$ cat config.mk
export PLATFORM = sky130hd
export DESIGN_NAME = bsme_exec
export DESIGN_NICKNAME = d
export VERILOG_FILES = /design/src/bsme_pkg.sv /design/src/bsme_multiplier.sv /design/src/bsme_bit_test.sv /design/src/bsme_exec.sv
export SDC_FILE = /design/constraint.sdc
export NUM_CORES = 1
export LEC_CHECK = 0
export BUFFER_PORTS_ARGS = -buffer_cell sky130_fd_sc_hd__clkbuf_2
export CORE_MARGIN = 5
export CORE_UTILIZATION = 50
export DETAILED_ROUTE_END_ITERATION = 10
export PLACE_DENSITY_LB_ADDON = 0.05
export SETUP_SLACK_MARGIN = 0.4
export SLEW_MARGIN = 25
export SYNTH_ARGS = -nofsm -noshare
export SYNTH_HDL_FRONTEND = slang
export SYNTH_SLANG_ARGS = --single-unit
$ cat constraint.sdc
create_clock -name i_clk -period 6.9 [get_ports i_clk]
set_input_delay 1.38 -clock i_clk [delete_from_list [all_inputs] [get_ports i_clk]]
set_output_delay 1.38 -clock i_clk [all_outputs]
set_load 0.02 [all_outputs]
$ cat src/bsme_pkg.sv
package bsme_pkg;

    localparam int PC_W = 16;

    // status register bit positions
    localparam logic [2:0] FLAG_C = 3'h0;
    localparam logic [2:0] FLAG_Z = 3'h1;
    localparam logic [2:0] FLAG_N = 3'h2;
    localparam logic [2:0] FLAG_V = 3'h3;
    localparam logic [2:0] FLAG_S = 3'h4;
    localparam logic [2:0] FLAG_H = 3'h5;
    localparam logic [2:0] FLAG_T = 3'h6;
    localparam logic [2:0] FLAG_I = 3'h7;

    // cycle counts
    localparam logic [2:0] CYC_ONE = 3'h1;
    localparam logic [2:0] CYC_MUL = 3'h2;
    localparam logic [2:0] CYC_JUMP = 3'h2;
    localparam logic [2:0] CYC_CALL = 3'h3;
    localparam logic [2:0] CYC_RET = 3'h4;
    localparam logic [2:0] CYC_TAKEN = 3'h2;
    localparam logic [2:0] CYC_SKIP_ONE = 3'h2;
    localparam logic [2:0] CYC_SKIP_TWO = 3'h3;

    // pc steps
    localparam logic [PC_W-1:0] PC_STEP = 16'h0001;
    localparam logic [PC_W-1:0] PC_SKIP_ONE = 16'h0002;
    localparam logic [PC_W-1:0] PC_SKIP_TWO = 16'h0003;

    typedef enum logic [5:0] {
        test_zero_minus_op,
        multiply_unsigned_op,
        multiply_signed_op,
        multiply_signed_unsigned_op,
        fractional_multiply_op,
        fractional_multiply_signed_op,
        fractional_multiply_mixed_op,
        indirect_jump_op,
        indirect_call_op,
        relative_call_op,
        subroutine_return_op,
        interrupt_return_op,
        compare_skip_equal_op,
        compare_op,
        compare_carry_op,
        compare_immediate_op,
        skip_reg_bit_clear_op,
        skip_reg_bit_set_op,
        skip_io_bit_clear_op,
        skip_io_bit_set_op,
        branch_flag_set_op,
        branch_flag_clear_op,
        branch_equal_op,
        branch_not_equal_op,
        branch_carry_set_op,
        branch_carry_clear_op,
        branch_same_higher_op,
        branch_lower_op,
        branch_minus_op,
        branch_plus_op,
        branch_signed_ge_op,
        branch_signed_lt_op,
        branch_half_carry_set_op,
        branch_half_carry_clear_op,
        branch_transfer_set_op,
        branch_transfer_clear_op,
        branch_overflow_set_op,
        branch_overflow_clear_op
    } bsme_op_t;

    typedef struct packed {
        bsme_op_t op;
        logic [7:0] rd_val;
        logic [7:0] rr_val;
        logic [2:0] bit_sel;
        logic [PC_W-1:0] offset;
        logic [PC_W-1:0] pc;
        logic [PC_W-1:0] z_ptr;
        logic [PC_W-1:0] stack_pc;
        logic [7:0] status_register;
        logic next_two_word;
    } bsme_req_t;

    typedef struct packed {
        logic busy;
        logic done;
        logic pair_we;
        logic [15:0] pair_data;
        logic [7:0] flag_we;
        logic [7:0] flag_val;
        logic pc_we;
        logic [PC_W-1:0] pc_val;
        logic push;
        logic [PC_W-1:0] push_val;
        logic pop;
    } bsme_res_t;

endpackage : bsme_pkg

$ cat src/bsme_multiplier.sv
`timescale 1ns/100ps
module bsme_multiplier
    import bsme_pkg::*;
(
    // operands
    input wire logic [7:0] i_a,
    input wire logic [7:0] i_b,
    input wire logic i_a_signed,
    input wire logic i_b_signed,
    input wire logic i_frac,
    // product
    output logic [15:0] o_product,
    output logic o_carry,
    output logic o_zero
);
    logic signed [17:0] raw;
    logic signed [8:0] a_ext;
    logic signed [8:0] b_ext;

    always_comb begin
        a_ext = {i_a_signed & i_a[7], i_a};
        b_ext = {i_b_signed & i_b[7], i_b};
        raw = a_ext * b_ext;
        // carry is the product msb before any shift
        o_carry = raw[15];
        o_product = i_frac ? {raw[14:0], 1'b0} : raw[15:0];
        o_zero = (o_product == 16'h0000);
    end
endmodule : bsme_multiplier

$ cat src/bsme_bit_test.sv
`timescale 1ns/100ps
module bsme_bit_test
    import bsme_pkg::*;
(
    // value under test
    input wire logic [7:0] i_value,
    input wire logic [2:0] i_sel,
    input wire logic i_want_set,
    // outcome
    output logic o_hit
);
    always_comb begin
        o_hit = (i_value[i_sel] == i_want_set);
    end
endmodule : bsme_bit_test

$ cat src/bsme_exec.sv
`timescale 1ns/100ps
module bsme_exec
    import bsme_pkg::*;
(
    // clock and reset
    input wire logic i_clk,
    input wire logic i_reset,
    // request
    input wire logic i_start,
    input wire bsme_req_t i_req,
    // answer
    output bsme_res_t o_res
);

    typedef enum logic {
        ST_IDLE,
        ST_RUN
    } bsme_state_t;

    typedef struct packed {
        bsme_state_t state;
        logic [1:0] remaining;
        bsme_res_t pend;
        bsme_res_t out;
    } bsme_regs_t;

    bsme_regs_t state_reg;
    bsme_regs_t state_next;

    // multiplier control
    logic mul_a_signed;
    logic mul_b_signed;
    logic mul_frac;
    logic [15:0] mul_product;
    logic mul_carry;
    logic mul_zero;

    // bit tester control
    logic [7:0] test_value;
    logic [2:0] test_sel;
    logic test_want_set;
    logic test_hit;

    // decoded work for the request
    bsme_res_t work;
    logic [2:0] cycles;

    // subtract flags shared by compare, compare with carry and compare immediate (not the compare skip)
    function automatic logic [7:0] sub_flags(
        input logic [7:0] a,
        input logic [7:0] b,
        input logic cin,
        input logic keep_zero,
        input logic z_old
    );
        logic [7:0] r;
        logic c;
        logic h;
        logic v;
        logic n;
        logic z;
        logic [7:0] f;
        r = a - b - {7'h00, cin};
        c = (~a[7] & b[7]) | (b[7] & r[7]) | (r[7] & ~a[7]);
        h = (~a[3] & b[3]) | (b[3] & r[3]) | (r[3] & ~a[3]);
        v = (a[7] & ~b[7] & ~r[7]) | (~a[7] & b[7] & r[7]);
        n = r[7];
        // carry variant only keeps zero if it was already set
        z = (r == 8'h00) & (~keep_zero | z_old);
        f = 8'h00;
        f[FLAG_C] = c;
        f[FLAG_Z] = z;
        f[FLAG_N] = n;
        f[FLAG_V] = v;
        f[FLAG_S] = n ^ v;
        f[FLAG_H] = h;
        return f;
    endfunction : sub_flags

    function automatic logic [7:0] flag_mask(input logic [2:0] pos);
        logic [7:0] m;
        m = 8'h00;
        m[pos] = 1'b1;
        return m;
    endfunction : flag_mask

    bsme_multiplier u_mult (
        .i_a(i_req.rd_val),
        .i_b(i_req.rr_val),
        .i_a_signed(mul_a_signed),
        .i_b_signed(mul_b_signed),
        .i_frac(mul_frac),
        .o_product(mul_product),
        .o_carry(mul_carry),
        .o_zero(mul_zero)
    );

    bsme_bit_test u_test (
        .i_value(test_value),
        .i_sel(test_sel),
        .i_want_set(test_want_set),
        .o_hit(test_hit)
    );

    // multiplier signedness per variant
    always_comb begin
        mul_a_signed = 1'b0;
        mul_b_signed = 1'b0;
        mul_frac = 1'b0;
        unique case (i_req.op)
            multiply_signed_op: begin
                mul_a_signed = 1'b1;
                mul_b_signed = 1'b1;
            end
            multiply_signed_unsigned_op: begin
                mul_a_signed = 1'b1;
            end
            fractional_multiply_op: begin
                mul_frac = 1'b1;
            end
            fractional_multiply_signed_op: begin
                mul_a_signed = 1'b1;
                mul_b_signed = 1'b1;
                mul_frac = 1'b1;
            end
            fractional_multiply_mixed_op: begin
                mul_a_signed = 1'b1;
                mul_frac = 1'b1;
            end
            default: begin
                mul_a_signed = 1'b0;
            end
        endcase
    end

    // which bit decides a skip or branch, and which level means go
    always_comb begin
        test_value = i_req.status_register;
        test_sel = FLAG_Z;
        test_want_set = 1'b1;
        unique case (i_req.op)
            skip_reg_bit_clear_op, skip_io_bit_clear_op: begin
                // for i/o skips the caller puts the port value in rr_val
                test_value = i_req.rr_val;
                test_sel = i_req.bit_sel;
                test_want_set = 1'b0;
            end
            skip_reg_bit_set_op, skip_io_bit_set_op: begin
                test_value = i_req.rr_val;
                test_sel = i_req.bit_sel;
                test_want_set = 1'b1;
            end
            branch_flag_set_op, branch_flag_clear_op: begin
                test_sel = i_req.bit_sel;
                test_want_set = (i_req.op == branch_flag_set_op);
            end
            branch_equal_op, branch_not_equal_op: begin
                test_sel = FLAG_Z;
                test_want_set = (i_req.op == branch_equal_op);
            end
            branch_carry_set_op, branch_lower_op: begin
                test_sel = FLAG_C;
                test_want_set = 1'b1;
            end
            branch_carry_clear_op, branch_same_higher_op: begin
                test_sel = FLAG_C;
                test_want_set = 1'b0;
            end
            branch_minus_op, branch_plus_op: begin
                test_sel = FLAG_N;
                test_want_set = (i_req.op == branch_minus_op);
            end
            branch_signed_ge_op, branch_signed_lt_op: begin
                // signed order uses n xor v, not the stored s bit
                test_value = {7'h00, i_req.status_register[FLAG_N] ^
                    i_req.status_register[FLAG_V]};
                test_sel = 3'h0;
                test_want_set = (i_req.op == branch_signed_lt_op);
            end
            branch_half_carry_set_op, branch_half_carry_clear_op: begin
                test_sel = FLAG_H;
                test_want_set = (i_req.op == branch_half_carry_set_op);
            end
            branch_transfer_set_op, branch_transfer_clear_op: begin
                test_sel = FLAG_T;
                test_want_set = (i_req.op == branch_transfer_set_op);
            end
            branch_overflow_set_op, branch_overflow_clear_op: begin
                test_sel = FLAG_V;
                test_want_set = (i_req.op == branch_overflow_set_op);
            end
            default: begin
                test_sel = FLAG_Z;
            end
        endcase
    end

    // effect and length of the request
    always_comb begin
        logic [7:0] and_val;
        logic [7:0] test_flags;
        logic skip;
        and_val = i_req.rd_val & i_req.rd_val;
        test_flags = 8'h00;
        skip = 1'b0;
        work = '0;
        work.done = 1'b1;
        work.pc_we = 1'b1;
        work.pc_val = i_req.pc + PC_STEP;
        cycles = CYC_ONE;
        unique case (i_req.op)
            test_zero_minus_op: begin
                // register is left as is, so no write back
                test_flags[FLAG_Z] = (and_val == 8'h00);
                test_flags[FLAG_N] = and_val[7];
                test_flags[FLAG_V] = 1'b0;
                work.flag_val = test_flags;
                work.flag_we = flag_mask(FLAG_Z) | flag_mask(FLAG_N) | flag_mask(FLAG_V);
                cycles = CYC_ONE;
            end
            multiply_unsigned_op, multiply_signed_op, multiply_signed_unsigned_op,
            fractional_multiply_op, fractional_multiply_signed_op,
            fractional_multiply_mixed_op: begin
                work.pair_we = 1'b1;
                work.pair_data = mul_product;
                work.flag_we = flag_mask(FLAG_Z) | flag_mask(FLAG_C);
                work.flag_val[FLAG_Z] = mul_zero;
                work.flag_val[FLAG_C] = mul_carry;
                cycles = CYC_MUL;
            end
            indirect_jump_op: begin
                work.pc_val = i_req.z_ptr;
                cycles = CYC_JUMP;
            end
            indirect_call_op: begin
                work.push = 1'b1;
                work.push_val = i_req.pc + PC_STEP;
                work.pc_val = i_req.z_ptr;
                cycles = CYC_CALL;
            end
            relative_call_op: begin
                work.push = 1'b1;
                work.push_val = i_req.pc + PC_STEP;
                work.pc_val = i_req.pc + i_req.offset + PC_STEP;
                cycles = CYC_CALL;
            end
            subroutine_return_op: begin
                work.pop = 1'b1;
                work.pc_val = i_req.stack_pc;
                cycles = CYC_RET;
            end
            interrupt_return_op: begin
                work.pop = 1'b1;
                work.pc_val = i_req.stack_pc;
                work.flag_we = flag_mask(FLAG_I);
                work.flag_val[FLAG_I] = 1'b1;
                cycles = CYC_RET;
            end
            compare_op, compare_immediate_op: begin
                // immediate arrives in rr_val; nothing is written back
                work.flag_val = sub_flags(i_req.rd_val, i_req.rr_val, 1'b0, 1'b0,
                    1'b0);
                work.flag_we = 8'h3F;
                cycles = CYC_ONE;
            end
            compare_carry_op: begin
                work.flag_val = sub_flags(i_req.rd_val, i_req.rr_val,
                    i_req.status_register[FLAG_C], 1'b1,
                    i_req.status_register[FLAG_Z]);
                work.flag_we = 8'h3F;
                cycles = CYC_ONE;
            end
            compare_skip_equal_op: begin
                skip = (i_req.rd_val == i_req.rr_val);
            end
            skip_reg_bit_clear_op, skip_reg_bit_set_op,
            skip_io_bit_clear_op, skip_io_bit_set_op: begin
                skip = test_hit;
            end
            default: begin
                // every remaining op is a conditional branch
                if (test_hit) begin
                    work.pc_val = i_req.pc + i_req.offset + PC_STEP;
                    cycles = CYC_TAKEN;
                end else begin
                    cycles = CYC_ONE;
                end
            end
        endcase
        if (skip) begin
            // skip length follows the size of the skipped instruction
            if (i_req.next_two_word) begin
                work.pc_val = i_req.pc + PC_SKIP_TWO;
                cycles = CYC_SKIP_TWO;
            end else begin
                work.pc_val = i_req.pc + PC_SKIP_ONE;
                cycles = CYC_SKIP_ONE;
            end
        end
    end

    // sequencer: results are held back until the last cycle
    always_comb begin
        state_next = state_reg;
        state_next.out = '0;
        unique case (state_reg.state)
            ST_IDLE: begin
                if (i_start) begin
                    if (cycles == CYC_ONE) begin
                        state_next.out = work;
                    end else begin
                        state_next.state = ST_RUN;
                        state_next.pend = work;
                        state_next.remaining = 2'(cycles - CYC_MUL);
                        state_next.out.busy = 1'b1;
                    end
                end
            end
            ST_RUN: begin
                if (state_reg.remaining == 2'h0) begin
                    state_next.out = state_reg.pend;
                    state_next.state = ST_IDLE;
                end else begin
                    state_next.remaining = state_reg.remaining - 2'h1;
                    state_next.out.busy = 1'b1;
                end
            end
        endcase
    end

    always_ff @(posedge i_clk) begin
        if (i_reset) begin
            state_reg <= '{state: ST_IDLE, remaining: 2'h0, pend: '0, out: '0};
        end else begin
            state_reg <= state_next;
        end
    end

    assign o_res = state_reg.out;

endmodule : bsme_exec

==> flow_summary.yaml <==
outcome:
  status: "finished clean"
floorplan:
  die_h_microns: 159
  core_sq_um: 21800
  placementRows: 54
  initial_core_util: 0.508
  boundaryPins: 171
  die_area_sq_um: 25300
  dieWidth_microns: 159
synth:
  synth_top_area_cell: "dfxtp_1"
  synthTopCellsByArea: "dfxtp_1, fa_1, ha_1"
  syn_avg_cell_area_sq_um: 8.08
  syn_area_sq_um: 11100
  yosysSeqAreaShare: 0.233
  ys_seq_elements: 129
  yosysTopAreaCellShare: 0.233
  async_flop_share: 0
  synth_edf_count: 0
  synth_most_common_cell: "nand2_1"
  ys_warn_count: 0
  yosysUniqueCellTypes: 85
  postSynthCellCount: 1373
  synth-main-ff-cell: "dfxtp_1"
  synth_commonest_cells: "nand2_1, dfxtp_1, inv_1"
critical_path:
  slowest_stage: "fa_1"
  cp_max_fo: 7
  crit_chain: "clkbuf_2, nor3_4, nand2_2, nor2_4, nand2_4, fa_1, fa_1, inv_1, fa_1, fa_1, inv_1, fa_1, inv_1, ha_4, o21ai_2, a21oi_2, o41ai_2, o21ai_0, xor2_1, buf_4, nand2_1, o2111ai_1, a21oi_1"
  cp.required_ps: 7150
  crit_top_cell: "fa_1"
  critPathCaptureType: "flop"
  start_kind: "primary input"
  r2r_cells: 5
  crit_arrival_ps: 6590
  r2r_setup_slack_ps: 4600
  critPathKind: "in2reg"
  slowest_delay_ps: 540
clock_network:
  clock_sinks: 129
  clk_pin_slew_ps: 60
  tritoncts: "done"
  clock_latency_ps: 410
  ctsRootBufferMaster: "clkbuf_16"
  cts_made_buffers: 17
  cts_max_path_buffers: 2
  h-tree-depth: 4
timing:
  grt_setup_unrepaired: "yes"
  hold_viol: 0
  finalSetupViolations: 0
  setup_slack_ps: 558
  fmax_mhz: 158
  timing.final.crit_share: 0.919
  finalClockSkew_ps: 7.75
  tightest_slew_ps: 973
  setup_tns_ps: 0
  period_minus_slack_ps: 6340
  holdWs_ps: 442
  relSlewSlack: 0.352
  slew_violations: 0
place:
  hpwl_microns: 24100
  place_worst_setup_slack_ps: -69.7
  dpl_cell_area_sq_um: 11700
  portBuffers: 168
  gp_congestion: 0.924
grt:
  grt_max_degree: 70
  antenna_found_initial: 0
  grt_pass1_vias: 9080
  grt_overflow: 0
  grt_pass1_wl_microns: 50100
  track_usage: 0.239
hold_path:
  hold_class: "reg2reg"
  min_path_cells: 2
detailed_routing:
  wl_per_cell_microns: 17.9
  final_antenna_net_count: 0
  routed_wl_microns: 31000
  vias: 9824
  drtPass1Iterations: 5
  drc_errors: 0
  via_per_inst: 5.66
  initialDrtViolationCount: 872
cells_and_area:
  largest_reg_flops: 66
  diodes: 0
  drive_above_1_share: 0.197
  fin_area_sq_um: 12400
  fin_nets: 1683
  area_delta_synth_final_pct: 11.9
power_and_ir_drop:
  peakVddDrop_uv: 132
  power.total_mw: 2.92
  p_leak_nw: 5.64
  powerDensity_nw_per_um2: 235
flow_run:
  maxCapViolCount: 0
==> final timing paths <==
path                                             startpoint                          end
worst min-delay path            state_reg[106]$_SDFFE_PP0P_         o_res[36]$_SDFF_PP0_
worst min register to register  state_reg[106]$_SDFFE_PP0P_         o_res[36]$_SDFF_PP0_
worst max-delay path                              i_req[97]  state_reg[136]$_SDFFE_PP0P_
worst max register to register    state_reg[142]$_SDFF_PP0_   state_reg[80]$_SDFFE_PP0P_
==> cells by family after synthesis <==
group,Yosys count,share of synthesized area
compound gates,296,0.180
xor+xnor,65,0.0513
fa+ha+maj,139,0.202
buf+inv,264,0.117
flops,129,0.233
mux,8,0.00722
other cells,1,0.000338
simple gates,471,0.209
==> area by class of cell <==
| type | count | area, sq um |
|---|---|---|
| Clock buffer | 19 | 443 |
| Clock inverter | 13 | 148 |
| Fill cell | 2136 | 9410 |
| Inverter | 117 | 439 |
| Multi-Input combinational cell | 981 | 7390 |
| Sequential cell | 129 | 2580 |
| Tap cell | 280 | 350 |
| Timing Repair Buffer | 197 | 1060 |
==> layout by cell type (no fill, tap or decap), drive strengths merged, types with 6 or more instances in the layout <==
cell      n
a21o     10
xor2     24
o211ai    8
a21oi    91
dfxtp   129
nand4    13
o21a      9
or3      13
nor2b    12
inv     121
nor2     73
ha       72
a211oi   10
a22oi    12
buf      30
a31oi    11
nand2   173
o221ai    9
mux2i     8
and3     49
o21ai    54
xnor2    41
and2     26
nor3     21
nand3    57
clkbuf  186
fa       67
o31ai     7
or2       7
o22ai    15
clkinv    6
nand2b    9
a221oi   11
==> routing by layer <==
metal / wire length (microns) / global-route usage
met5: 0 / 0
met4: 327 / 0.0473
met3: 2510 / 0.0523
met2: 12900 / 0.335
met1: 15300 / 0.377
==> worst max-delay path: cells and delay by family <==
kind | cells | cell delay, ps
XOR/XNOR | 1 | 250
buffers and inverters | 5 | 430
AO/OA/AOI/OAI | 6 | 910
AND/OR/NAND/NOR | 5 | 770
adder cells (fa/ha/maj) | 6 | 2820
==> report_power, final <==
group	total, mW	switching [mW]	internal, mW
logic	1.26	0.755	0.507
clock network	0.878	0.330	0.548
registers	0.781	0.00999	0.771
total	2.92	1.10	1.83
==> per-stage QoR <==
step	cells	util
after global routing	1736	0.569
final	1736	0.569
after global placement	1696	0.535
after CTS	1729	0.563
after floorplan	1374	-
after detailed placement	1696	0.535
==> repair_timing <==
action,CTS,global route
hold buffers,0,0
endpoints found under the setup margin,1,6
setup buffers,1,7
pin swaps,1,11
gates resized for setup,0,19
No activity file was read; power rests on OpenSTA's default activity.
